$ cat src/rtl/smcg_pkg.sv
// Shared constants and types for the sleep mode clock gating controller.
package smcg_pkg;

  // ****************************************************************
  // Mode selection codes
  // ****************************************************************
  localparam logic [2:0] MODE_IDLE = 3'h0;
  localparam logic [2:0] MODE_ADCNR = 3'h1;
  localparam logic [2:0] MODE_PDOWN = 3'h2;
  localparam logic [2:0] MODE_PSAVE = 3'h3;
  localparam logic [2:0] MODE_RSVD4 = 3'h4;
  localparam logic [2:0] MODE_RSVD5 = 3'h5;
  localparam logic [2:0] MODE_STBY = 3'h6;
  localparam logic [2:0] MODE_XSTBY = 3'h7;

  // ****************************************************************
  // Timing counts, in clock cycles
  // ****************************************************************
  localparam int STANDBY_WAKE_CYC = 6;
  localparam int HALT_EXTRA_CYC = 4;
  localparam int STARTUP_WIDTH = 16;
  localparam logic [STARTUP_WIDTH-1:0] CNT_ONE = 16'h0001;
  localparam logic [STARTUP_WIDTH-1:0] CNT_ZERO = 16'h0000;
  localparam logic [STARTUP_WIDTH-1:0] CNT_STBY = 16'h0006;
  localparam logic [STARTUP_WIDTH-1:0] CNT_HALT = 16'h0004;

  // ****************************************************************
  // Reset values
  // ****************************************************************
  localparam logic [2:0] MODE_RESET = 3'h0;
  localparam logic [7:0] PIN_RESET = 8'hff;

  // ****************************************************************
  // Controller states, one-hot
  // ****************************************************************
  typedef enum logic [3:0] {
    ST_ACTIVE = 4'h1,
    ST_SLEEP = 4'h2,
    ST_START = 4'h4,
    ST_HALT = 4'h8
  } smcg_state_type;

  // Clock domain and oscillator enables.
  typedef struct packed {
    logic cpu;
    logic flash;
    logic io;
    logic adc;
    logic asy;
    logic mainOsc;
    logic timerOsc;
  } smcg_clk_type;

  localparam smcg_clk_type CLK_ALL_ON = 7'h7f;

  // Wake request sources coming from same-clock logic.
  typedef struct packed {
    logic extReset;
    logic wdtReset;
    logic bodReset;
    logic twiMatch;
    logic timer0Irq;
    logic spmReady;
    logic adcDone;
    logic anyIrq;
    logic [3:0] lowerIrq;
  } smcg_wake_type;

endpackage

$ cat src/rtl/smcg_sleep_ctrl.sv
// Sleep mode controller: clock gating, wake-up sequencing, power switches.
`timescale 1ns/100ps

module smcg_sleep_ctrl #(
  parameter int CW = smcg_pkg::STARTUP_WIDTH
) (
  input wire logic clk,
  input wire logic srst,
  input wire logic ce,
  input wire logic sleepExec,
  input wire logic sleepEnableBit,
  input wire logic [2:0] sleepModeSelect,
  input wire logic extCrystalOption,
  input wire logic timer0AsyncSelect,
  input wire logic timer0OvfIrq,
  input wire logic timer0CmpIrq,
  input wire logic timer0OvfEnable,
  input wire logic timer0CmpEnable,
  input wire logic globalIrqEnable,
  input wire logic timer0Written,
  input wire smcg_pkg::smcg_wake_type wakeIn,
  input wire logic [7:0] extIrqPin,
  input wire logic [3:0] upperLevelEnable,
  input wire logic [3:0] lowerIrqEnable,
  input wire logic [CW-1:0] startupCycles,
  input wire logic adcEnable,
  input wire logic adcUsesRef,
  input wire logic adcConvStarted,
  input wire logic compEnable,
  input wire logic compUsesRef,
  input wire logic brownoutEnableFuse,
  input wire logic wdtEnable,
  input wire logic debugEnableFuse,
  input wire logic testPortEnableFuse,
  input wire logic interfaceDisableBit,
  input wire logic tapShifting,
  input wire logic tdoData,
  output smcg_pkg::smcg_clk_type clkEn_q,
  output logic sleeping_q,
  output logic adcAutoStart_q,
  output logic adcExtended_q,
  output logic compAutoOff_q,
  output logic vrefEnable_q,
  output logic bodActive_q,
  output logic wdtRun_q,
  output logic digInputEnable_q,
  output logic wakeInputEnable_q,
  output logic jtagEnable_q,
  output logic tdoOut_q,
  output logic tdoOe_q,
  output logic irqResume_q,
  output logic resetWake_q,
  output logic timer0Undefined_q
);
  import smcg_pkg::*;

  // ****************************************************************
  // Functions
  // ****************************************************************

  // Clock enables while asleep in a given mode.
  function automatic smcg_clk_type clkFor(input logic [2:0] m,
                                          input logic as0,
                                          input logic dbg);
    smcg_clk_type c;
    c = '0;
    case (m)
      MODE_IDLE:
      begin
        c.io = 1'b1;
        c.adc = 1'b1;
        c.asy = 1'b1;
        c.mainOsc = 1'b1;
        c.timerOsc = as0;
      end
      MODE_ADCNR:
      begin
        c.adc = 1'b1;
        c.asy = 1'b1;
        c.mainOsc = 1'b1;
        c.timerOsc = as0;
      end
      MODE_PDOWN: c.mainOsc = dbg;
      MODE_PSAVE:
      begin
        c.asy = as0;
        c.timerOsc = as0;
        c.mainOsc = dbg;
      end
      MODE_STBY: c.mainOsc = 1'b1;
      MODE_XSTBY:
      begin
        c.asy = as0;
        c.timerOsc = as0;
        c.mainOsc = 1'b1;
      end
      default: c = CLK_ALL_ON;
    endcase
    return c;
  endfunction

  // True for modes that stop everything but asynchronous logic.
  function automatic logic isDeep(input logic [2:0] m);
    return (m != MODE_IDLE) && (m != MODE_ADCNR);
  endfunction

  // ****************************************************************
  // State
  // ****************************************************************
  smcg_state_type state_q, state_d;
  logic [2:0] mode_q, mode_d;
  logic [CW-1:0] cnt_q, cnt_d;
  logic rstWake_q, rstWake_d;
  logic [7:0] pinMeta_q, pinSync_q;
  logic adcEnPrev_q;

  // ****************************************************************
  // Decoding
  // ****************************************************************

  // Standby modes only exist with a crystal; reserved codes do nothing.
  wire modeValid = (sleepModeSelect[2] == 1'b0) ||
                   (sleepModeSelect[1] && extCrystalOption);
  wire enterSleep = (state_q == ST_ACTIVE) && sleepExec &&
                    sleepEnableBit && modeValid;

  // Upper lines wake on a held low level, seen after the synchroniser.
  wire [3:0] upperLevel = ~pinSync_q[7:4] & upperLevelEnable;
  wire extWake = (|upperLevel) || (|wakeIn.lowerIrq);
  wire anyReset = wakeIn.extReset || wakeIn.wdtReset || wakeIn.bodReset;
  wire asyncTimerWake = timer0AsyncSelect && globalIrqEnable &&
                        ((timer0OvfIrq && timer0OvfEnable) ||
                         (timer0CmpIrq && timer0CmpEnable));
  wire deepMode = isDeep(mode_q);
  wire saveMode = (mode_q == MODE_PSAVE) || (mode_q == MODE_XSTBY);

  // Interrupt wake sources allowed by the mode held at entry.
  logic wakeIrq;
  always_comb
  begin
    case (mode_q)
      MODE_IDLE: wakeIrq = wakeIn.anyIrq || extWake;
      MODE_ADCNR: wakeIrq = wakeIn.adcDone || wakeIn.twiMatch ||
                            wakeIn.timer0Irq || wakeIn.spmReady ||
                            extWake;
      MODE_PDOWN, MODE_STBY: wakeIrq = wakeIn.twiMatch || extWake;
      MODE_PSAVE, MODE_XSTBY: wakeIrq = wakeIn.twiMatch || extWake ||
                                        asyncTimerWake;
      default: wakeIrq = 1'b0;
    endcase
  end

  wire wakeAny = wakeIrq || anyReset;

  // Start-up length: fuse period for oscillator-stopping modes.
  // The sleep set is held on a named net so its fields can be selected.
  wire smcg_clk_type sleepSet = clkFor(mode_q, timer0AsyncSelect,
                                       debugEnableFuse);
  wire oscStopped = !sleepSet.mainOsc;
  wire [CW-1:0] fuseLen = (startupCycles == CNT_ZERO) ? CNT_ONE :
                          startupCycles;
  wire [CW-1:0] startLen = oscStopped ? fuseLen :
                           (deepMode ? CNT_STBY : CNT_ZERO);

  // ****************************************************************
  // Sequencer
  // ****************************************************************

  // Sleep, start-up wait if any, four halted cycles unless a reset woke it, then back to running.
  always_comb
  begin
    state_d = state_q;
    mode_d = mode_q;
    cnt_d = cnt_q;
    rstWake_d = rstWake_q;
    case (state_q)
      ST_ACTIVE:
      begin
        if (enterSleep)
        begin
          state_d = ST_SLEEP;
          mode_d = sleepModeSelect;
        end
      end
      ST_SLEEP:
      begin
        if (wakeAny)
        begin
          rstWake_d = anyReset;
          if (startLen != CNT_ZERO)
          begin
            state_d = ST_START;
            cnt_d = startLen;
          end
          else if (anyReset)
            state_d = ST_ACTIVE;
          else
          begin
            state_d = ST_HALT;
            cnt_d = CNT_HALT;
          end
        end
      end
      ST_START:
      begin
        if (cnt_q == CNT_ONE)
        begin
          state_d = rstWake_q ? ST_ACTIVE : ST_HALT;
          cnt_d = CNT_HALT;
        end
        else
          cnt_d = cnt_q - CNT_ONE;
      end
      ST_HALT:
      begin
        if (cnt_q == CNT_ONE)
          state_d = ST_ACTIVE;
        else
          cnt_d = cnt_q - CNT_ONE;
      end
      default: state_d = ST_ACTIVE;
    endcase
  end

  wire toActive = (state_q != ST_ACTIVE) && (state_d == ST_ACTIVE);
  wire asleep = (state_q == ST_SLEEP) || (state_q == ST_START);

  // ****************************************************************
  // Output decoding
  // ****************************************************************

  // While restarting, the oscillator joins the sleep clock set; halt keeps cpu stopped.
  smcg_clk_type haltClk, startClk, clk_d;
  always_comb
  begin
    haltClk = CLK_ALL_ON;
    haltClk.cpu = 1'b0;
    haltClk.flash = 1'b0;
    startClk = clkFor(mode_q, timer0AsyncSelect, debugEnableFuse);
    startClk.mainOsc = 1'b1;
    case (state_q)
      ST_SLEEP: clk_d = clkFor(mode_q, timer0AsyncSelect, debugEnableFuse);
      ST_START: clk_d = startClk;
      ST_HALT: clk_d = haltClk;
      default: clk_d = CLK_ALL_ON;
    endcase
  end

  // Conversion starts by itself when idle or noise reduction is entered with the converter enabled.
  wire autoStart_d = enterSleep && adcEnable &&
                     !isDeep(sleepModeSelect);
  // A rising converter enable marks the next conversion as extended.
  wire adcRise = adcEnable && !adcEnPrev_q;
  wire extended_d = adcRise || (adcExtended_q && !adcConvStarted);
  // Comparator self-disables while asleep or restarting in a deep mode.
  wire compOff_d = asleep && deepMode;
  wire vref_d = brownoutEnableFuse || (compEnable && compUsesRef) ||
                (adcEnable && adcUsesRef);
  // Buffers go off only when both io and converter clocks stop.
  wire inBufOff = asleep && !clk_d.io && !clk_d.adc;
  wire wakeBuf_d = !inBufOff || (|upperLevelEnable) ||
                   (|lowerIrqEnable);
  wire jtag_d = testPortEnableFuse && !interfaceDisableBit;
  wire tdoOe_d = jtag_d && tapShifting;
  // Waking from power-save with a synchronous timer spoils its contents.
  wire t0Spoil = toActive && saveMode && !timer0AsyncSelect;
  wire t0Undef_d = t0Spoil || (timer0Undefined_q && !timer0Written);
  wire resume_d = (state_q == ST_HALT) && (cnt_q == CNT_ONE);

  // ****************************************************************
  // Registers
  // ****************************************************************

  // External pin levels pass two flops before the wake logic sees them.
  always_ff @(posedge clk)
  begin
    if (srst)
    begin
      pinMeta_q <= PIN_RESET;
      pinSync_q <= PIN_RESET;
    end
    else if (ce)
    begin
      pinMeta_q <= extIrqPin;
      pinSync_q <= pinMeta_q;
    end
  end

  // Sequencer state.
  always_ff @(posedge clk)
  begin
    if (srst)
    begin
      state_q <= ST_ACTIVE;
      mode_q <= MODE_RESET;
      cnt_q <= CNT_ZERO;
      rstWake_q <= 1'b0;
      adcEnPrev_q <= 1'b0;
    end
    else if (ce)
    begin
      state_q <= state_d;
      mode_q <= mode_d;
      cnt_q <= cnt_d;
      rstWake_q <= rstWake_d;
      adcEnPrev_q <= adcEnable;
    end
  end

  // Registered outputs; watchdog and detector follow their enables.
  always_ff @(posedge clk)
  begin
    if (srst)
    begin
      clkEn_q <= CLK_ALL_ON;
      sleeping_q <= 1'b0;
      adcAutoStart_q <= 1'b0;
      adcExtended_q <= 1'b0;
      compAutoOff_q <= 1'b0;
      vrefEnable_q <= 1'b0;
      bodActive_q <= 1'b0;
      wdtRun_q <= 1'b0;
      digInputEnable_q <= 1'b1;
      wakeInputEnable_q <= 1'b1;
      jtagEnable_q <= 1'b0;
      tdoOut_q <= 1'b0;
      tdoOe_q <= 1'b0;
      irqResume_q <= 1'b0;
      resetWake_q <= 1'b0;
      timer0Undefined_q <= 1'b0;
    end
    else if (ce)
    begin
      clkEn_q <= clk_d;
      sleeping_q <= asleep;
      adcAutoStart_q <= autoStart_d;
      adcExtended_q <= extended_d;
      compAutoOff_q <= compOff_d;
      vrefEnable_q <= vref_d;
      bodActive_q <= brownoutEnableFuse;
      wdtRun_q <= wdtEnable;
      digInputEnable_q <= !inBufOff;
      wakeInputEnable_q <= wakeBuf_d;
      jtagEnable_q <= jtag_d;
      tdoOut_q <= tdoData;
      tdoOe_q <= tdoOe_d;
      irqResume_q <= resume_d;
      resetWake_q <= toActive && rstWake_d;
      timer0Undefined_q <= t0Undef_d;
    end
  end
endmodule // smcg_sleep_ctrl

$ cat config.mk
export PLATFORM = sky130hd
export DESIGN_NAME = smcg_sleep_ctrl
export DESIGN_NICKNAME = d
export VERILOG_FILES = /design/src/rtl/smcg_pkg.sv /design/src/rtl/smcg_sleep_ctrl.sv
export SDC_FILE = /design/constraint.sdc
export NUM_CORES = 1
export LEC_CHECK = 0
export ABC_AREA = 1
export BUFFER_PORTS_ARGS = -buffer_cell sky130_fd_sc_hd__buf_2
export CORE_MARGIN = 8
export CORE_UTILIZATION = 55
export DETAILED_ROUTE_END_ITERATION = 10
export HOLD_SLACK_MARGIN = 0.03
export PLACE_DENSITY = 0.95
export SLEW_MARGIN = 25
export SYNTH_ARGS = -nofsm -noshare
export SYNTH_HDL_FRONTEND = slang
export SYNTH_SLANG_ARGS = --single-unit
$ cat constraint.sdc
create_clock -name clk -period 3.8 [get_ports clk]
set_input_delay 0.38 -clock clk [delete_from_list [all_inputs] [get_ports clk]]
set_output_delay 0.38 -clock clk [all_outputs]
set_load 0.02 [all_outputs]
==> results.cfg, run 1 <==
[clock_network]
cts.repair.resized = 0
cts-root-buf = clkbuf_8
cts_tree = yes
clk_latency_ns = 0.31
clock_path_buffers = 2
postCtsHoldBufs = 0
post-cts-setup-buffer-count = 0
cts_sinks = 54
numCtsBuffers = 5
clkTransAtPathRegs_ns = 0.10
cts_max_level = 2

[placement]
globalplace.congestion = 0.892
portBuffers = 89
hpwl_mm = 6.17
post-place-ws_ns = 1.43
place_area_sq_mm = 0.00350

[layout]
multi_input_area_sq_mm = 0.00168
final_cell_area_sq_mm = 0.00358
register_area_sq_mm = 0.00108
diodes = 0
n_fill_cell = 475
drive_above_1_share_pct = 22.4
final_nets = 628
syn2layout_area_growth_pct = 17.3
final_util_pct = 65.8

[logic_synthesis]
yosysWarnings = 0
avgSynthCellArea_sq_um = 6.43
synth_flop_cell = dfxtp_1
synth_top_cells_by_area = dfxtp_1 (35%), nand2_1 (15%), nor2_1 (8.6%)
synth_commonest_cells = nand2_1 (124), nor2_1 (70), dfxtp_1 (54)
synth_top_area_cell = dfxtp_1
synth_top_area_share_pct = 35.4
netlist-cell-type-count = 34
synthesis.area_sq_mm = 0.00305
seq_area_frac_synth_pct = 35.4
syn_nets = 549
netlist_instances = 475
synth_edf_count = 0
async_flop_share_pct = 0
yosys_register_bits = 54
yosysMostFrequentCell = nand2_1

[setup_path]
worstSetupStartpointType = flop
crit_type = reg2reg
path_buf_inv = 2
critical_path.most_common_cell = nand2_1
crit_fanout = 31
cp.required_ns = 4.00
cp_cell_sequence = inv_2 > nand2_1 > nor2_1 > nand2_1 > nand2_1 > inv_1 > nand2_1 > nand2_1 > nand4_1 > nand3_2 > nor2_1 > a21oi_2
crit_path_top_delay_cell = nand3_2
worstSetupEndpointType = flop
crit_family = simple AND/OR/NAND/NOR gates
slowest_delay_ns = 0.48
critPathArrivalTime_ns = 2.29

[power_and_ir_drop]
power_density_mw_per_mm2 = 326
irDropWorstVdd_mv = 0.262
p_leak_nw = 1.83

[drt]
firstDrtPassIters = 4
route.met3.wl_microns = 677
vias_per_cell = 5.26
wl_met1_mm = 3.39
drtIter0Drc = 248
dr_total_vias = 3290
drt_drc_violations_left = 0
ant_nets = 0
top_layer = met4
wl_mm = 8.08
wl_per_cell_microns = 12.9
wl_met2_mm = 3.95

[die]
io_pins = 94
dieArea_sq_mm = 0.00819
rows = 27
coreArea_sq_mm = 0.00544
die_height_microns = 90.5
start_util_pct = 56.1
die_x_microns = 90.5

[run_status]
status = finished, final reports clean

[timing]
drv_slew = 0
fin_skew_ns = 0.00583
finalHoldViolations = 0
rsz0062_at_grt = false
tns_ns = 0
max_freq_mhz = 478
finalSetupViolCount = 0
slew_headroom_pct = 36.5
worst_slew_pin_slew_ns = 0.952
min_period_over_period_pct = 55.1
finalWorstSetupSlack_ns = 1.71
period_minus_slack_ns = 2.09

[grt]
gr-total-overflow = 0
grt_usage_pct = 19.5
antenna_found_initial = 0
grt_first_pass_wirelength_mm = 13.8
grt_max_degree = 40
grt_pass1_vias = 3266

[worst_hold_path]
hp-class = in2reg

[flow_run]
drv_cap = 0
[power by group]
group | internal, W | switching (W) | leakage (nW)
combinational | 0.0000948 | 0.000153 | 1.34
clock | 0.000128 | 0.000186 | 0.0444
sequential | 0.000590 | 0.0000156 | 0.442
[area by class of cell]
type | count | area share [%]
clock inverters | 2 | 0.384
inverters | 52 | 5.45
multi-input cells | 351 | 46.9
repair buffers | 90 | 12.6
well taps | 72 | 2.52
flip-flops and latches | 54 | 30.2
clock buffers | 5 | 1.92
[flip-flops by register name (all words and copies together), names as in the netlist, 3 cells and up]
| signal | count |
|---|---|
| pinMeta_q | 4 |
| mode_q | 3 |
| clkEn_q | 6 |
| pinSync_q | 4 |
| cnt_q | 16 |
| state_q | 4 |
[path summary, 6_finish.rpt]
path,slack [ns],to,from,cells past startpoint
worst min-delay path,0.28,pinMeta_q[5]$_SDFFE_PP1P_,extIrqPin[5],3
worst max register to register,1.71,cnt_q[2]$_SDFFE_PP0P_,mode_q[1]$_SDFFE_PP0P_,12
worst max-delay path,1.71,cnt_q[2]$_SDFFE_PP0P_,mode_q[1]$_SDFFE_PP0P_,12
worst min register to register,0.47,resetWake_q$_SDFFE_PP0P_,resetWake_q$_SDFFE_PP0P_,2
[worst register-to-register path, cell delays in order, from the launching register on]
cell and delay, ns:
dfxtp_1 0.38, inv_2 0.14, nand2_1 0.07, nor2_1 0.11
nand2_1 0.06, nand2_1 0.05, inv_1 0.03, nand2_1 0.05
nand2_1 0.07, nand4_1 0.16, nand3_2 0.48, nor2_1 0.31
a21oi_2 0.08
[placed cells by master, fill, tap and decap left out, types with 8 or more instances in the layout]
master and instances:
nand3_1 36, buf_2 89, nor2_1 70, inv_2 8, a21oi_1 31, xor2_1 11
o21ai_0 33, dfxtp_1 54, nand2_1 124, inv_1 44
[layer usage]
metal | track usage (%) | vias up
li1 | - | 1673
met1 | 21.7 | 1491
met2 | 34.7 | 117
met3 | 6.48 | 9
met4 | 4.44 | 0
met5 | 0 | -
[kinds of logic (layout without fill, tap and decap cells)]
kind of cell	after synthesis	after routing	share of synthesized area [%]
AO/OA/AOI/OAI	76	76	13.2
XOR/XNOR	12	12	3.44
adder cells (fa/ha/maj)	2	2	0.820
buffers and inverters	70	149	9.59
flip-flops	54	54	35.4
AND/OR/NAND/NOR	261	261	37.5
[metrics by stage]
| step | total power, W | hold slack (ns) | instances |
|---|---|---|---|
| 6_report | 0.00117 | 0.275 | 626 |
| 4_1_cts | 0.00117 | 0.275 | 626 |
| 2_1_floorplan | 0.000784 | 0.429 | 475 |
| 5_1_grt | 0.00123 | 0.279 | 626 |
| 3_5_place_dp | 0.000863 | 0.443 | 619 |
| 3_3_place_gp | 0.000852 | 0.436 | 619 |
Note: power is estimated with default switching activity, not from simulation.
==> run 2: changes to the inputs <==
--- a/config.mk
+++ b/config.mk
@@ -8,10 +8,10 @@
 export ABC_AREA = 1
 export BUFFER_PORTS_ARGS = -buffer_cell sky130_fd_sc_hd__buf_2
 export CORE_MARGIN = 8
-export CORE_UTILIZATION = 55
+export CORE_UTILIZATION = 47
 export DETAILED_ROUTE_END_ITERATION = 10
 export HOLD_SLACK_MARGIN = 0.03
-export PLACE_DENSITY = 0.95
+export PLACE_DENSITY = 0.88
 export SLEW_MARGIN = 25
 export SYNTH_ARGS = -nofsm -noshare
 export SYNTH_HDL_FRONTEND = slang
==> constraint.sdc (replaced) <==
create_clock -name clk -period 1.8 [get_ports clk]
set_input_delay 0.18 -clock clk [delete_from_list [all_inputs] [get_ports clk]]
set_output_delay 0.18 -clock clk [all_outputs]
set_load 0.02 [all_outputs]
==> run 2 against run 1 <==
Net effect:
- design area up 12%
- final cell count rose by 5.6%
- maximum frequency is 17% higher
- core utilization decreased by 2.6 points
- die area is 14% higher
- critical endpoint unchanged
==> results.cfg, run 2 (synthesis gave the netlist of run 1 again) <==
[drt]
dr_total_vias = 3553
wl_per_cell_microns = 14.6
drt_drc_violations_left = 0
ant_nets = 0
firstDrtPassIters = 5
vias_per_cell = 5.38
wl_mm = 9.65
drtIter0Drc = 200

[die]
start_util_pct = 48.4
dieArea_sq_mm = 0.00933
rows = 29
coreArea_sq_mm = 0.00631
die_height_microns = 96.6
die_x_microns = 96.6
io_pins = 94

[placement]
portBuffers = 89
globalplace.congestion = 0.941
hpwl_mm = 6.83

[setup_path]
cp-startpoint = mode_q[1]$_SDFFE_PP0P_
path_depth = 13
crit_type = reg2reg
path_buf_inv = 3
cp_cell_sequence = inv_4 > nand2_1 > nor2_2 > nand2_1 > nand2_1 > inv_1 > nand2_1 > nand2_2 > nand4_1 > nand3_4 > buf_12 > nor2_1 > a21oi_2
worstSetupStartpointType = flop
cp.required_ns = 2.01
crit_path_top_delay_cell = dfxtp_4
critical_path.most_common_cell = nand2_1
critPathArrivalTime_ns = 2.00
r2r_start = mode_q[1]$_SDFFE_PP0P_
worst_r2r_endpoint = cnt_q[2]$_SDFFE_PP0P_
crit_fanout = 8
endpoint = cnt_q[2]$_SDFFE_PP0P_
crit_family = simple AND/OR/NAND/NOR gates
worstSetupEndpointType = flop
slowest_delay_ns = 0.39
rrSetupSlack_ns = 0.003
rr_worst_depth = 13

[layout]
multi_input_area_sq_mm = 0.00178
drive_above_1_share_pct = 31.2
final_cell_mix = nand2_1 (122), buf_2 (89), nor2_1 (58)
largest_register_ffs = 16
syn2layout_area_growth_pct = 30.8
reg_top3 = cnt_q (16), clkEn_q (6)
n_fill_cell = 547
diodes = 0
final_nets = 657
final_common_cell = nand2_1
register_area_sq_mm = 0.00109
largest-register = cnt_q

[clock_network]
numCtsBuffers = 5
cts-root-buf = clkbuf_8
cts_tree = yes
cts_max_level = 2
cts_sinks = 54
clkTransAtPathRegs_ns = 0.11
clk_latency_ns = 0.32
clock_path_buffers = 2

[worst_hold_path]
hp-class = in2reg

[run_status]
status = finished, final reports clean

[grt]
gr-total-overflow = 0
antenna_found_initial = 0
grt_first_pass_wirelength_mm = 14.8
grt_pass1_vias = 3325
grt_usage_pct = 19.4
grt_max_degree = 39

[timing]
fin_skew_ns = 0.0115
period_minus_slack_ns = 1.80
finalHoldViolations = 0
drv_slew = 0
finalSetupViolCount = 0
slew_headroom_pct = 61.2
max_freq_mhz = 557
worst_slew_pin_slew_ns = 0.582
min_period_over_period_pct = 99.8
holdWs_ns = 0.0648

[power_and_ir_drop]
power_density_mw_per_mm2 = 656
p_leak_nw = 2.02
irDropWorstVdd_mv = 0.574
p_total_w = 0.00262

[flow_run]
drv_cap = 0
## run 2: how the worst min path moves through the flow
stage / startpoint / endpoint / slack (ns) / cells after the start
final: extIrqPin[5] / pinMeta_q[5]$_SDFFE_PP1P_ / 0.06 / 3
after global routing: extIrqPin[5] / pinMeta_q[5]$_SDFFE_PP1P_ / 0.07 / 3
after CTS: extIrqPin[5] / pinMeta_q[5]$_SDFFE_PP1P_ / 0.07 / 3
after detailed placement: extIrqPin[5] / pinMeta_q[5]$_SDFFE_PP1P_ / 0.40 / 3
after global placement: extIrqPin[5] / pinMeta_q[5]$_SDFFE_PP1P_ / 0.40 / 3
after floorplan: srst / clkEn_q[2]$_SDFFE_PP1P_ / 0.30 / 2
## run 2: final cells by class
type | count | area share (%)
clock buffer | 5 | 1.72
multi-input combinational | 351 | 44.5
tap | 77 | 2.41
clock inverter | 3 | 0.564
timing repair buffer | 119 | 18.4
inverter | 52 | 5.01
sequential | 54 | 27.3
## run 2: through the flow
| stage | cell area [sq um] | setup TNS, ns | util [%] | cells | worst slack, ns |
|---|---|---|---|---|---|
| final | 3990 | 0 | 63.3 | 661 | 0.00315 |
| after global routing | 3990 | -1.24 | 63.3 | 661 | -0.0997 |
| after CTS | 3760 | 0 | 59.5 | 650 | 0.0417 |
| after detailed placement | 3660 | 0 | 58.0 | 642 | 0.0592 |
| after global placement | 3660 | 0 | 58.0 | 642 | 0.108 |
| after floorplan | 3050 | 0 | - | 475 | 0.265 |
## run 2: routing by layer
| metal | vias up | routed length, microns | share of wire, % | global-route usage (%) |
|---|---|---|---|---|
| met5 | - | 0 | 0 | 0 |
| li1 | 1742 | - | - | - |
| met1 | 1629 | 3840 | 40 | 22.9 |
| met4 | 0 | 172 | 1.8 | 5.55 |
| met2 | 159 | 4850 | 50 | 34.0 |
| met3 | 23 | 793 | 8.2 | 4.79 |
## run 2: timing repair
| action | in CTS | in global routing |
|---|---|---|
| hold endpoints to repair | 0 | 0 |
| buffers inserted | 0 | 8 |
| setup endpoints to repair | 0 | 19 |
| hold buffers | 0 | 0 |
| resized for setup | 0 | 40 |
## run 2: where the power goes
group / switching, W / internal, W
registers: 0.0000347 / 0.00125
clock network: 0.000434 / 0.000283
logic: 0.000367 / 0.000256
total: 0.000836 / 0.00178
## run 2: worst min-delay path, delay by kind of cell
family / cells / cell delay, ns
buffers and inverters: 1 / 0.07
AND/OR/NAND/NOR: 2 / 0.11
